$ cat config.mk
export PLATFORM = sky130hd
export DESIGN_NAME = rx_frame_filter
export DESIGN_NICKNAME = d
export VERILOG_FILES = /design/src/hdl/rx_filter_pkg.sv /design/src/hdl/rx_byte_fifo.sv /design/src/hdl/rx_frame_filter.sv
export SDC_FILE = /design/constraint.sdc
export NUM_CORES = 1
export LEC_CHECK = 0
export BUFFER_PORTS_ARGS = -buffer_cell sky130_fd_sc_hd__clkbuf_2
export CORE_MARGIN = 8
export CORE_UTILIZATION = 59
export CTS_BUF_LIST = sky130_fd_sc_hd__clkbuf_4 sky130_fd_sc_hd__clkbuf_8
export DETAILED_ROUTE_END_ITERATION = 10
export PLACE_DENSITY_LB_ADDON = 0.25
export SLEW_MARGIN = 20
export SYNTH_ARGS = -nofsm -noshare
export SYNTH_HDL_FRONTEND = slang
export SYNTH_SLANG_ARGS = --single-unit
export TNS_END_PERCENT = 50
$ cat constraint.sdc
create_clock -name CLK -period 3.8 [get_ports CLK]
set_clock_uncertainty 0.2 [all_clocks]
set_input_delay 0.76 -clock CLK [delete_from_list [all_inputs] [get_ports CLK]]
set_output_delay 0.76 -clock CLK [all_outputs]
set_load 0.01 [all_outputs]
$ cat src/hdl/rx_filter_pkg.sv
package rx_filter_pkg;

  // register offsets on the serial control port
  localparam logic [5:0] OFS_DELIM_HIGH = 6'h04;
  localparam logic [5:0] OFS_DELIM_LOW = 6'h05;
  localparam logic [5:0] OFS_SIZE_LIMIT = 6'h06;
  localparam logic [5:0] OFS_FILTER_CTRL = 6'h07;
  localparam logic [5:0] OFS_FORMAT_CTRL = 6'h08;
  localparam logic [5:0] OFS_NODE_ADDR = 6'h09;
  localparam logic [5:0] OFS_SLOT_INDEX = 6'h0A;
  localparam logic [5:0] OFS_ENGINE_STATUS = 6'h35;

  // values after reset
  localparam logic [7:0] RST_DELIM_HIGH = 8'hD3;
  localparam logic [7:0] RST_DELIM_LOW = 8'h91;
  localparam logic [7:0] RST_SIZE_LIMIT = 8'hFF;
  localparam logic [7:0] RST_FILTER_CTRL = 8'h04;
  localparam logic [7:0] RST_FORMAT_CTRL = 8'h45;
  localparam logic [7:0] RST_NODE_ADDR = 8'h00;
  localparam logic [7:0] RST_SLOT_INDEX = 8'h00;

  // writable bits; the rest read as zero
  localparam logic [7:0] MASK_FILTER_CTRL = 8'hEF;
  localparam logic [7:0] MASK_FORMAT_CTRL = 8'h77;

  // field positions
  localparam int POS_DROP_ON_CHECK_FAIL = 3;
  localparam int POS_TRAILER_BYTES_ENABLE = 2;
  localparam int POS_NODE_MATCH_LSB = 0;
  localparam int POS_RX_OUTPUT_FORMAT_LSB = 4;
  localparam int POS_CHECK_ENABLE = 2;
  localparam int POS_SIZE_POLICY_LSB = 0;

  // serial header layout
  localparam int POS_HDR_READ = 7;
  localparam int POS_HDR_BURST = 6;

  // field encodings
  localparam logic [1:0] SIZE_FIXED = 2'b00;
  localparam logic [1:0] SIZE_VARIABLE = 2'b01;
  localparam logic [1:0] SIZE_UNBOUNDED = 2'b10;
  localparam logic [1:0] MATCH_NONE = 2'b00;
  localparam logic [1:0] MATCH_BCAST_ZERO = 2'b10;
  localparam logic [1:0] MATCH_BCAST_BOTH = 2'b11;
  localparam logic [1:0] FMT_FIFO = 2'b00;
  localparam logic [1:0] FMT_SYNC_SERIAL = 2'b01;
  localparam logic [1:0] FMT_ASYNC_SERIAL = 2'b11;
  localparam logic [7:0] BCAST_ZERO = 8'h00;
  localparam logic [7:0] BCAST_ONES = 8'hFF;

  // frame checksum
  localparam logic [15:0] CHECK_POLY = 16'h8005;
  localparam logic [15:0] CHECK_INIT = 16'hFFFF;
  localparam logic [7:0] CHECK_BYTES = 8'h02;

  // receive buffer
  localparam int RX_FIFO_DEPTH = 32;
  localparam int RX_FIFO_WIDTH = 8;

  typedef struct packed {
    logic [7:0] delim_high;
    logic [7:0] delim_low;
    logic [7:0] size_limit;
    logic [7:0] filter_ctrl;
    logic [7:0] format_ctrl;
    logic [7:0] node_addr;
    logic [7:0] slot_index;
  } cfg_type;

endpackage

$ cat src/hdl/rx_byte_fifo.sv
`timescale 1ns/1ps
`default_nettype none
module rx_byte_fifo #(
  parameter int WIDTH = 8,
  parameter int DEPTH = 32
) (
  input wire logic CLK, // clock
  input wire logic RST, // synchronous reset
  input wire logic flush, // drop every stored word
  input wire logic in_valid, // write request
  output logic in_ready, // space available
  input wire logic [WIDTH-1:0] in_data, // write word
  output logic out_valid, // output word held
  input wire logic out_ready, // output word taken
  output logic [WIDTH-1:0] out_data // output word
);
  localparam int AW = $clog2(DEPTH);
  logic [WIDTH-1:0] mem [DEPTH];
  logic [AW-1:0] wr_ptr_ff;
  logic [AW-1:0] rd_ptr_ff;
  logic [AW:0] count_ff;
  logic [WIDTH-1:0] out_data_ff;
  logic out_valid_ff;
  logic push;
  logic pop;

  assign in_ready = (count_ff != (AW+1)'(DEPTH));
  assign push = in_valid && in_ready;
  // output register refills as soon as it is empty or being taken
  assign pop = (count_ff != '0) && (!out_valid_ff || out_ready);
  assign out_valid = out_valid_ff;
  assign out_data = out_data_ff;

  always_ff @(posedge CLK)
  begin
    if (push)
    begin
      mem[wr_ptr_ff] <= in_data;
    end
  end

  always_ff @(posedge CLK)
  begin
    if (RST || flush)
    begin
      wr_ptr_ff <= '0;
      rd_ptr_ff <= '0;
      count_ff <= '0;
    end
    else
    begin
      if (push)
        wr_ptr_ff <= (wr_ptr_ff == AW'(DEPTH - 1)) ? '0 : wr_ptr_ff + 1'b1;
      if (pop)
        rd_ptr_ff <= (rd_ptr_ff == AW'(DEPTH - 1)) ? '0 : rd_ptr_ff + 1'b1;
      count_ff <= count_ff + (AW+1)'(push) - (AW+1)'(pop);
    end
  end

  always_ff @(posedge CLK)
  begin
    if (RST || flush)
    begin
      out_valid_ff <= 1'b0;
      out_data_ff <= '0;
    end
    else if (pop)
    begin
      out_valid_ff <= 1'b1;
      out_data_ff <= mem[rd_ptr_ff];
    end
    else if (out_ready)
    begin
      out_valid_ff <= 1'b0;
    end
  end
endmodule // rx_byte_fifo
`default_nettype wire

$ cat src/hdl/rx_frame_filter.sv
// Summary of operation
// delimiter upper byte register, resets to D3
// delimiter lower byte register, resets to 91
// fixed policy: limit register gives exact size
// variable policy: limit register is maximum size
// host never writes zero size limit
// checksum failure flushes buffer when enabled
// host keeps one short frame buffered
// trailer enable appends two status bytes; with checksum disabled they overflow the two byte stage
// trailer carries signal strength and check result
// match select: none, exact, +00, +00/FF
// compare address byte against node address
// output format: buffer, sync serial, async serial
// serial formats bypass buffer onto output pin
// policy 00 selects fixed size frames
// policy 01 takes size from first byte
// policy 10 receives without length limit
// eight bit channel index register, reset zero
// address mismatch drops frame before buffering
// length byte above limit drops the frame
`timescale 1ns/1ps
`default_nettype none
module rx_frame_filter #(
  parameter int FIFO_DEPTH = rx_filter_pkg::RX_FIFO_DEPTH
) (
  input wire logic CLK, // 125 MHz clock
  input wire logic RST, // synchronous reset, high
  input wire logic SCLK, // control port serial clock
  input wire logic CS_N, // control port select, low
  input wire logic MOSI, // control port data in
  output logic MISO, // control port data out
  output logic MISO_OE_N, // data out enable, low drives
  input wire logic RX_BIT, // demodulated bit
  input wire logic RX_BIT_VALID, // bit strobe
  input wire logic RX_ABORT, // carrier lost, ends any frame
  input wire logic [7:0] RX_RSSI, // signal strength of current frame
  output logic [7:0] FIFO_DATA, // received byte
  output logic FIFO_VALID, // received byte present
  input wire logic FIFO_READY, // received byte taken
  output logic GENERAL_OUTPUT_PIN_ZERO, // serial data out
  output logic GENERAL_OUTPUT_PIN_CLOCK, // serial bit strobe
  output logic [7:0] RF_SLOT_NUMBER // channel index to synthesizer
);
  typedef enum logic [2:0] {HUNT, LEN, ADDR, BODY, CHK} rx_state_type;

  rx_filter_pkg::cfg_type cfg_ff;
  rx_state_type state_ff;
  rx_state_type nxt_state;
  logic [15:0] shift_ff;
  logic [2:0] bit_cnt_ff;
  logic [7:0] rem_ff;
  logic [7:0] nxt_rem;
  logic [7:0] len_ff;
  logic [7:0] nxt_len;
  logic [15:0] crc_ff;
  logic [15:0] crc_step;
  logic [7:0] stage_ff [2];
  logic [1:0] stage_cnt_ff;
  logic overflow_ff;
  logic last_ok_ff;
  logic [7:0] rx_byte;
  logic byte_done;
  logic active;
  logic [1:0] size_policy;
  logic [1:0] match_sel;
  logic check_en;
  logic filter_on;
  logic addr_ok;
  logic [1:0] enq_n;
  logic [7:0] enq_a;
  logic [7:0] enq_b;
  logic do_flush;
  logic done_ok;
  logic finish;
  logic fifo_in_ready;
  logic stage_pop;
  // control port
  logic sclk_q_ff;
  logic [7:0] sin_ff;
  logic [2:0] sbit_ff;
  logic hdr_ff;
  logic rd_ff;
  logic burst_ff;
  logic [5:0] saddr_ff;
  logic load_pend_ff;
  logic [7:0] tx_ff;
  logic miso_ff;
  logic miso_oe_n_ff;
  logic sclk_rise;
  logic sclk_fall;
  logic [7:0] sbyte;
  logic sbyte_done;
  logic [7:0] rdata;
  logic status_clear;
  logic gpo0_ff;
  logic gpo_clk_ff;
  logic [7:0] slot_ff;

  assign size_policy = cfg_ff.format_ctrl[rx_filter_pkg::POS_SIZE_POLICY_LSB +: 2];
  assign check_en = cfg_ff.format_ctrl[rx_filter_pkg::POS_CHECK_ENABLE];
  assign match_sel = cfg_ff.filter_ctrl[rx_filter_pkg::POS_NODE_MATCH_LSB +: 2];
  assign filter_on = (match_sel != rx_filter_pkg::MATCH_NONE);
  // serial formats leave the frame engine parked in hunt
  assign active = (cfg_ff.format_ctrl[rx_filter_pkg::POS_RX_OUTPUT_FORMAT_LSB +: 2]
                   == rx_filter_pkg::FMT_FIFO);
  assign rx_byte = {shift_ff[6:0], RX_BIT};
  assign byte_done = RX_BIT_VALID && (bit_cnt_ff == 3'd7);

  // address filter with optional broadcast values
  always_comb
  begin
    addr_ok = (rx_byte == cfg_ff.node_addr);
    if ((match_sel == rx_filter_pkg::MATCH_BCAST_ZERO || match_sel == rx_filter_pkg::MATCH_BCAST_BOTH)
        && rx_byte == rx_filter_pkg::BCAST_ZERO)
      addr_ok = 1'b1;
    if (match_sel == rx_filter_pkg::MATCH_BCAST_BOTH && rx_byte == rx_filter_pkg::BCAST_ONES)
      addr_ok = 1'b1;
  end

  // running checksum; feeding the received check bytes through it leaves zero
  always_comb
  begin
    crc_step = {crc_ff[14:0], 1'b0};
    if (crc_ff[15] ^ RX_BIT)
      crc_step = crc_step ^ rx_filter_pkg::CHECK_POLY;
  end

  // frame engine decisions, evaluated on each received bit
  always_comb
  begin
    nxt_state = state_ff;
    nxt_rem = rem_ff;
    nxt_len = len_ff;
    enq_n = 2'd0;
    enq_a = rx_byte;
    enq_b = rx_byte;
    finish = 1'b0;
    done_ok = 1'b1;
    if (!active || (RX_ABORT && state_ff != HUNT))
    begin
      nxt_state = HUNT;
    end
    else if (state_ff == HUNT)
    begin
      if (RX_BIT_VALID && {shift_ff[14:0], RX_BIT} == {cfg_ff.delim_high, cfg_ff.delim_low})
      begin
        nxt_rem = cfg_ff.size_limit;
        if (size_policy == rx_filter_pkg::SIZE_VARIABLE)
          nxt_state = LEN;
        else if (filter_on)
          nxt_state = ADDR;
        else
          nxt_state = BODY;
      end
    end
    else if (byte_done)
    begin
      case (state_ff)
        LEN:
        begin
          nxt_len = rx_byte;
          nxt_rem = rx_byte;
          if (rx_byte > cfg_ff.size_limit)
            nxt_state = HUNT;
          else if (rx_byte == 8'h00)
          begin
            enq_n = 2'd1;
            nxt_state = check_en ? CHK : HUNT;
            finish = !check_en;
          end
          else if (filter_on)
            nxt_state = ADDR;
          else
          begin
            enq_n = 2'd1;
            nxt_state = BODY;
          end
        end
        ADDR:
        begin
          if (!addr_ok)
            nxt_state = HUNT;
          else
          begin
            // length byte was held back so a rejected frame leaves no trace
            enq_n = (size_policy == rx_filter_pkg::SIZE_VARIABLE) ? 2'd2 : 2'd1;
            enq_a = (size_policy == rx_filter_pkg::SIZE_VARIABLE) ? len_ff : rx_byte;
            nxt_rem = rem_ff - 8'd1;
            if (rem_ff == 8'd1 && size_policy != rx_filter_pkg::SIZE_UNBOUNDED)
            begin
              nxt_state = check_en ? CHK : HUNT;
              finish = !check_en;
            end
            else
              nxt_state = BODY;
          end
        end
        BODY:
        begin
          enq_n = 2'd1;
          nxt_rem = rem_ff - 8'd1;
          if (rem_ff == 8'd1 && size_policy != rx_filter_pkg::SIZE_UNBOUNDED)
          begin
            nxt_state = check_en ? CHK : HUNT;
            finish = !check_en;
          end
        end
        CHK:
        begin
          nxt_rem = rem_ff - 8'd1;
          if (rem_ff == 8'd1)
          begin
            nxt_state = HUNT;
            finish = 1'b1;
            done_ok = (crc_step == 16'h0000);
          end
        end
        default:
        begin
          nxt_state = HUNT;
        end
      endcase
      if (nxt_state == CHK && state_ff != CHK)
        nxt_rem = rx_filter_pkg::CHECK_BYTES;
    end
    do_flush = finish && !done_ok && cfg_ff.filter_ctrl[rx_filter_pkg::POS_DROP_ON_CHECK_FAIL];
    if (finish && !do_flush && cfg_ff.filter_ctrl[rx_filter_pkg::POS_TRAILER_BYTES_ENABLE])
    begin
      enq_a = (enq_n == 2'd0) ? RX_RSSI : enq_a;
      enq_n = enq_n + 2'd2;
      enq_b = {done_ok, 7'h00};
    end
  end

  always_ff @(posedge CLK)
  begin
    if (RST)
    begin
      state_ff <= HUNT;
      rem_ff <= '0;
      len_ff <= '0;
      last_ok_ff <= 1'b0;
    end
    else
    begin
      state_ff <= nxt_state;
      rem_ff <= nxt_rem;
      len_ff <= nxt_len;
      if (finish)
        last_ok_ff <= done_ok;
    end
  end

  // bit assembly and checksum
  always_ff @(posedge CLK)
  begin
    if (RST)
    begin
      shift_ff <= '0;
      bit_cnt_ff <= '0;
      crc_ff <= rx_filter_pkg::CHECK_INIT;
    end
    else if (RX_BIT_VALID)
    begin
      shift_ff <= {shift_ff[14:0], RX_BIT};
      bit_cnt_ff <= (state_ff == HUNT) ? 3'd0 : bit_cnt_ff + 3'd1;
      crc_ff <= (state_ff == HUNT) ? rx_filter_pkg::CHECK_INIT : crc_step;
    end
  end

  // two byte staging ahead of the buffer; a stalled buffer stalls the stage
  assign stage_pop = (stage_cnt_ff != 2'd0) && fifo_in_ready;

  always_ff @(posedge CLK)
  begin
    if (RST || do_flush)
    begin
      stage_cnt_ff <= '0;
      stage_ff[0] <= '0;
      stage_ff[1] <= '0;
    end
    else
    begin
      // trailer with a trailing payload byte needs three slots; the signal strength byte is never staged, which sets overflow
      case ({stage_pop, stage_cnt_ff})
        3'b1_01, 3'b0_00:
        begin
          stage_ff[0] <= enq_a;
          stage_ff[1] <= enq_b;
          stage_cnt_ff <= enq_n;
        end
        3'b1_10, 3'b0_01:
        begin
          stage_ff[0] <= stage_pop ? stage_ff[1] : stage_ff[0];
          stage_ff[1] <= enq_a;
          stage_cnt_ff <= (enq_n != 2'd0) ? 2'd2 : 2'd1;
        end
        default:
        begin
          stage_cnt_ff <= stage_cnt_ff;
        end
      endcase
    end
  end

  always_ff @(posedge CLK)
  begin
    if (RST)
      overflow_ff <= 1'b0;
    else if ({1'b0, stage_cnt_ff} - {2'b00, stage_pop} + {1'b0, enq_n} > 3'd2)
      overflow_ff <= 1'b1;
    else if (status_clear)
      overflow_ff <= 1'b0;
  end

  rx_byte_fifo #(
    .WIDTH(rx_filter_pkg::RX_FIFO_WIDTH),
    .DEPTH(FIFO_DEPTH)
  ) u_fifo (
    .CLK(CLK),
    .RST(RST),
    .flush(do_flush),
    .in_valid(stage_cnt_ff != 2'd0),
    .in_ready(fifo_in_ready),
    .in_data(stage_ff[0]),
    .out_valid(FIFO_VALID),
    .out_ready(FIFO_READY),
    .out_data(FIFO_DATA)
  );

  // serial output formats
  always_ff @(posedge CLK)
  begin
    if (RST)
    begin
      gpo0_ff <= 1'b0;
      gpo_clk_ff <= 1'b0;
    end
    else
    begin
      case (cfg_ff.format_ctrl[rx_filter_pkg::POS_RX_OUTPUT_FORMAT_LSB +: 2])
        rx_filter_pkg::FMT_SYNC_SERIAL:
        begin
          gpo0_ff <= RX_BIT_VALID ? RX_BIT : gpo0_ff;
          gpo_clk_ff <= RX_BIT_VALID;
        end
        rx_filter_pkg::FMT_ASYNC_SERIAL:
        begin
          gpo0_ff <= RX_BIT;
          gpo_clk_ff <= 1'b0;
        end
        default:
        begin
          gpo0_ff <= 1'b0;
          gpo_clk_ff <= 1'b0;
        end
      endcase
    end
  end

  // control port, mode 0, sampled on the system clock
  assign sclk_rise = !CS_N && SCLK && !sclk_q_ff;
  assign sclk_fall = !CS_N && !SCLK && sclk_q_ff;
  assign sbyte = {sin_ff[6:0], MOSI};
  assign sbyte_done = sclk_rise && (sbit_ff == 3'd7);
  assign status_clear = sbyte_done && !hdr_ff && !rd_ff && saddr_ff == rx_filter_pkg::OFS_ENGINE_STATUS;

  always_comb
  begin
    case (saddr_ff)
      rx_filter_pkg::OFS_DELIM_HIGH: rdata = cfg_ff.delim_high;
      rx_filter_pkg::OFS_DELIM_LOW: rdata = cfg_ff.delim_low;
      rx_filter_pkg::OFS_SIZE_LIMIT: rdata = cfg_ff.size_limit;
      rx_filter_pkg::OFS_FILTER_CTRL: rdata = cfg_ff.filter_ctrl;
      rx_filter_pkg::OFS_FORMAT_CTRL: rdata = cfg_ff.format_ctrl;
      rx_filter_pkg::OFS_NODE_ADDR: rdata = cfg_ff.node_addr;
      rx_filter_pkg::OFS_SLOT_INDEX: rdata = cfg_ff.slot_index;
      rx_filter_pkg::OFS_ENGINE_STATUS: rdata = {overflow_ff, last_ok_ff, FIFO_VALID, 2'b00, 3'(state_ff)};
      default: rdata = 8'h00;
    endcase
  end

  always_ff @(posedge CLK)
  begin
    if (RST || CS_N)
    begin
      sbit_ff <= '0;
      hdr_ff <= 1'b1;
      rd_ff <= 1'b0;
      burst_ff <= 1'b0;
      saddr_ff <= '0;
      sin_ff <= '0;
    end
    else if (sclk_rise)
    begin
      sin_ff <= sbyte;
      sbit_ff <= sbit_ff + 3'd1;
      if (sbit_ff == 3'd7 && hdr_ff)
      begin
        hdr_ff <= 1'b0;
        rd_ff <= sbyte[rx_filter_pkg::POS_HDR_READ];
        burst_ff <= sbyte[rx_filter_pkg::POS_HDR_BURST];
        saddr_ff <= sbyte[5:0];
      end
      else if (sbit_ff == 3'd7)
      begin
        // single access ends after one data byte; burst walks upward
        hdr_ff <= !burst_ff;
        saddr_ff <= saddr_ff + 6'd1;
      end
    end
  end

  always_ff @(posedge CLK)
  begin
    if (RST)
      cfg_ff <= '{rx_filter_pkg::RST_DELIM_HIGH, rx_filter_pkg::RST_DELIM_LOW, rx_filter_pkg::RST_SIZE_LIMIT,
                  rx_filter_pkg::RST_FILTER_CTRL, rx_filter_pkg::RST_FORMAT_CTRL, rx_filter_pkg::RST_NODE_ADDR,
                  rx_filter_pkg::RST_SLOT_INDEX};
    else if (sbyte_done && !hdr_ff && !rd_ff)
    begin
      case (saddr_ff)
        rx_filter_pkg::OFS_DELIM_HIGH: cfg_ff.delim_high <= sbyte;
        rx_filter_pkg::OFS_DELIM_LOW: cfg_ff.delim_low <= sbyte;
        rx_filter_pkg::OFS_SIZE_LIMIT: cfg_ff.size_limit <= sbyte;
        rx_filter_pkg::OFS_FILTER_CTRL: cfg_ff.filter_ctrl <= sbyte & rx_filter_pkg::MASK_FILTER_CTRL;
        rx_filter_pkg::OFS_FORMAT_CTRL: cfg_ff.format_ctrl <= sbyte & rx_filter_pkg::MASK_FORMAT_CTRL;
        rx_filter_pkg::OFS_NODE_ADDR: cfg_ff.node_addr <= sbyte;
        rx_filter_pkg::OFS_SLOT_INDEX: cfg_ff.slot_index <= sbyte;
        default: cfg_ff <= cfg_ff;
      endcase
    end
  end

  always_ff @(posedge CLK)
  begin
    if (RST)
    begin
      sclk_q_ff <= 1'b0;
      load_pend_ff <= 1'b0;
      tx_ff <= '0;
      miso_ff <= 1'b0;
      miso_oe_n_ff <= 1'b1;
      slot_ff <= rx_filter_pkg::RST_SLOT_INDEX;
    end
    else
    begin
      sclk_q_ff <= SCLK;
      miso_oe_n_ff <= CS_N;
      slot_ff <= cfg_ff.slot_index;
      if (CS_N)
      begin
        load_pend_ff <= 1'b0;
        miso_ff <= 1'b0;
      end
      else if (sbyte_done)
        load_pend_ff <= 1'b1;
      else if (sclk_fall)
      begin
        // read data is presented after the byte boundary fall, ahead of its first rise
        load_pend_ff <= 1'b0;
        if (load_pend_ff && rd_ff)
        begin
          miso_ff <= rdata[7];
          tx_ff <= {rdata[6:0], 1'b0};
        end
        else
        begin
          miso_ff <= tx_ff[7];
          tx_ff <= {tx_ff[6:0], 1'b0};
        end
      end
    end
  end

  assign MISO = miso_ff;
  assign MISO_OE_N = miso_oe_n_ff;
  assign GENERAL_OUTPUT_PIN_ZERO = gpo0_ff;
  assign GENERAL_OUTPUT_PIN_CLOCK = gpo_clk_ff;
  assign RF_SLOT_NUMBER = slot_ff;
endmodule // rx_frame_filter
`default_nettype wire

==> results.md <==
- Run status: finished clean
- Tmin final: 3.60 ns
- Worst Tran Pin Value: 1.05 ns
- Hold Crit Class: in2reg
- Clk_lat worst skew: 0.61 ns
- Clk pwr share: 0.376
- Residual DRC: 0
- CTS tree: yes
- Top cells by instance count after synthesis: edfxtp_1 (272), dfxtp_1 (175), nand2_1 (168), nor2_1 (140), a21oi_1 (120)
- Met2 GRT Util: 0.385
- Max Clk Rate: 0.278 GHz
- Routed vias: 13664
- Final Hold Fails: 0
- CORE AREA: 32600 um2
- Antenna violations before repair: 0
- Std cell rows: 66
- Area delta synth->final: 12.8%
- Place WS: -0.136 ns
- Crit end category: register
- Startpoint Class: register
- Crit path required time: 4.06 ns
- FILL cells: 2394
- Sinks on Clock Net: 447
- Number of global-route vias before repair: 13398
- Fin crit share: 0.948
- Top cells by area, synth: edfxtp_1 (42%), dfxtp_1 (18%), mux2i_1 (3.8%)
- Synth area leader: edfxtp_1
- Mean Syn Cell Area: 11.6 um2
- Max Transition Viols Final: 0
- CTS buffer count: 72
- Htree depth: 3
- Initial Utilization: 0.601
- Layout cell share with drive strength beyond 1: 0.177
- Register area share after synthesis: 0.595
- Wire per inst: 20.2 um
- Total gr overflow: 0
- Flops & latches, synth: 447
- Die Y: 198 um
- Critical Path Fanout Max: 3
- GRT met3 Usage: 0.0382
- Wire length of the first global-routing pass: 71.9 mm
- Final setup fails: 0
- IO Pins: 38
- Setup CP Type: reg2reg
- Top FF cell, synth: edfxtp_1
- Mapped cell area: 19600 um2
- Met1 GRT Util: 0.291
- Psw: 2.91 mW
- Die area: 39300 um2
- FFs w/ async S/R, synth: 0
- Number of enable flip-flop cells after synthesis: 272
- # diodes: 0
- Vias per inst: 6.04
- Flop pwr share: 0.477
- WL final: 45.7 mm
- Top Usage Layer GRT: met2
- Crit path DAT: 3.86 ns
- Post-Synthesis Cells: 1690
- Comb pwr share: 0.147
- Most common cell in the netlist: edfxtp_1
- IO buf count: 37
- Cell Pwr Density: 504 nW/um2
- Peak supply drop: 0.293 mV
- Synthesis Warnings: 0
- Internal power: 8.25 mW
- Antenna viol nets, final: 0
- Clock transition at the registers of the reported paths: 0.06 ns
- Max Buffers Root-to-Sink: 3
- Final TNS setup: 0 ns
- RePlAce Congestion: 0.953
- Pwr Total: 11.2 mW
- Pleak: 7.78 nW
- Rel. slew slack: 0.294
- Final net count: 1818
- Core Util, Final: 0.678
- CTS root buf: clkbuf_8
- Syn nets: 1746
- RSZ-0062 raised after global routing: no
- Area share of the largest cell type after synthesis: 0.417
- Total GRT Usage: 0.232
- Sw Ratio: 0.261
- Drt first pass iters: 6
- Die width: 198 um
- Post-DP HPWL: 30.2 mm
- MaxCap Viol Count: 0
- First DRT Iteration DRCs: 1092
- Largest net degree at the start of global routing: 88
- Netlist cell types: 70
- Worst setup margin: 0.198 ns
==> worst max-delay path: stages (launching register included) <==
cell and delay (ns):
dfxtp_1 0.35, ha_1 0.16, ha_1 0.17, nand3_2 0.08, or4_1 0.46, nand4b_1 0.26
a21o_1 0.22, a211oi_2 0.26, xor2_1 0.14, ha_1 0.29, inv_1 0.05, fa_1 0.43
xor2_1 0.18, a221oi_2 0.17, nor2_1 0.05
==> what timing repair did <==
action                     4_1_cts  5_1_grt
buffers inserted                 0        1
setup endpoints to repair        0        1
gates resized for setup          0        4
hold buffers                     0        0
==> placed cells by master (no fill, tap or decap), drive strengths merged, types with 21 or more instances in the layout <==
| cell type | count |
|---|---|
| clkbuf | 142 |
| nor2 | 140 |
| xor2 | 23 |
| nor2b | 21 |
| o21ai | 47 |
| nor3 | 30 |
| mux4 | 32 |
| inv | 47 |
| mux2i | 75 |
| edfxtp | 272 |
| nand3 | 56 |
| a21oi | 120 |
| a22oi | 34 |
| clkinv | 26 |
| buf | 77 |
| a211oi | 30 |
| ha | 37 |
| dfxtp | 175 |
| o22ai | 27 |
| nand2 | 168 |
==> worst paths after layout <==
| path | from | endpoint | slack, ns | cells after the start |
|---|---|---|---|---|
| setup / recovery | bit_cnt_ff[0] | overflow_ff | 0.20 | 14 |
| hold / removal | SCLK | sclk_q_ff | 0.22 | 2 |
| setup reg to reg | bit_cnt_ff[0] | overflow_ff | 0.20 | 14 |
| hold reg to reg | burst_ff | hdr_ff | 0.25 | 1 |
==> metrics by stage <==
| stage | instances | hold slack [ns] | instance area (um2) |
|---|---|---|---|
| final | 2264 | 0.224 | 22100 |
| after global routing | 2264 | 0.224 | 22100 |
| after CTS | 2255 | 0.204 | 22000 |
| after detailed placement | 2121 | 0.245 | 20500 |
| after global placement | 2121 | 0.224 | 20500 |
| after floorplan | 1690 | 0.223 | 19600 |
==> cells by family after synthesis <==
family          count (synthesis)  synth area share
simple gates                  545             0.136
flops                         447             0.595
compound gates                332             0.109
fa+ha+maj                      39            0.0257
buf+inv                       162            0.0318
mux                           124            0.0848
xor+xnor                       41            0.0183
==> flip-flops by register name (all words and copies together), names as in the netlist, 6 cells and up <==
register and count:
RF_SLOT_NUMBER 8, cfg_ff 53, crc_ff 16, len_ff 8, rem_ff 8, saddr_ff 6, shift_ff 15, sin_ff 7
stage_ff 16, tx_ff 7, u_fifo.count_ff 6, u_fifo.mem 256, u_fifo.out_data 8
==> power groups by stage <==
stage / Clock (mW) / Combinational, mW / Sequential (mW)
floorplan: 0 / 1.25 / 5.36
global placement: 0 / 1.60 / 5.43
detailed placement: 0 / 1.63 / 5.44
CTS: 4.24 / 1.64 / 5.34
global route: 4.45 / 1.78 / 5.34
finish: 4.19 / 1.64 / 5.33
==> cell type report <==
type	count	area, um2	area share
well taps	442	553	0.0250
multi-input cells	1081	7380	0.334
flip-flops and latches	447	11700	0.528
clock buffers	106	1290	0.0583
clock inverters	28	200	0.00905
inverters	47	176	0.00797
repair buffers	113	848	0.0383
==> routing by layer <==
metal  up-vias  part of all wire
met5         -                 0
met4         0             0.047
met3       154             0.070
met2       592              0.48
met1      6516              0.40
li1       6402                 -
No activity file was read; power rests on OpenSTA's default activity.
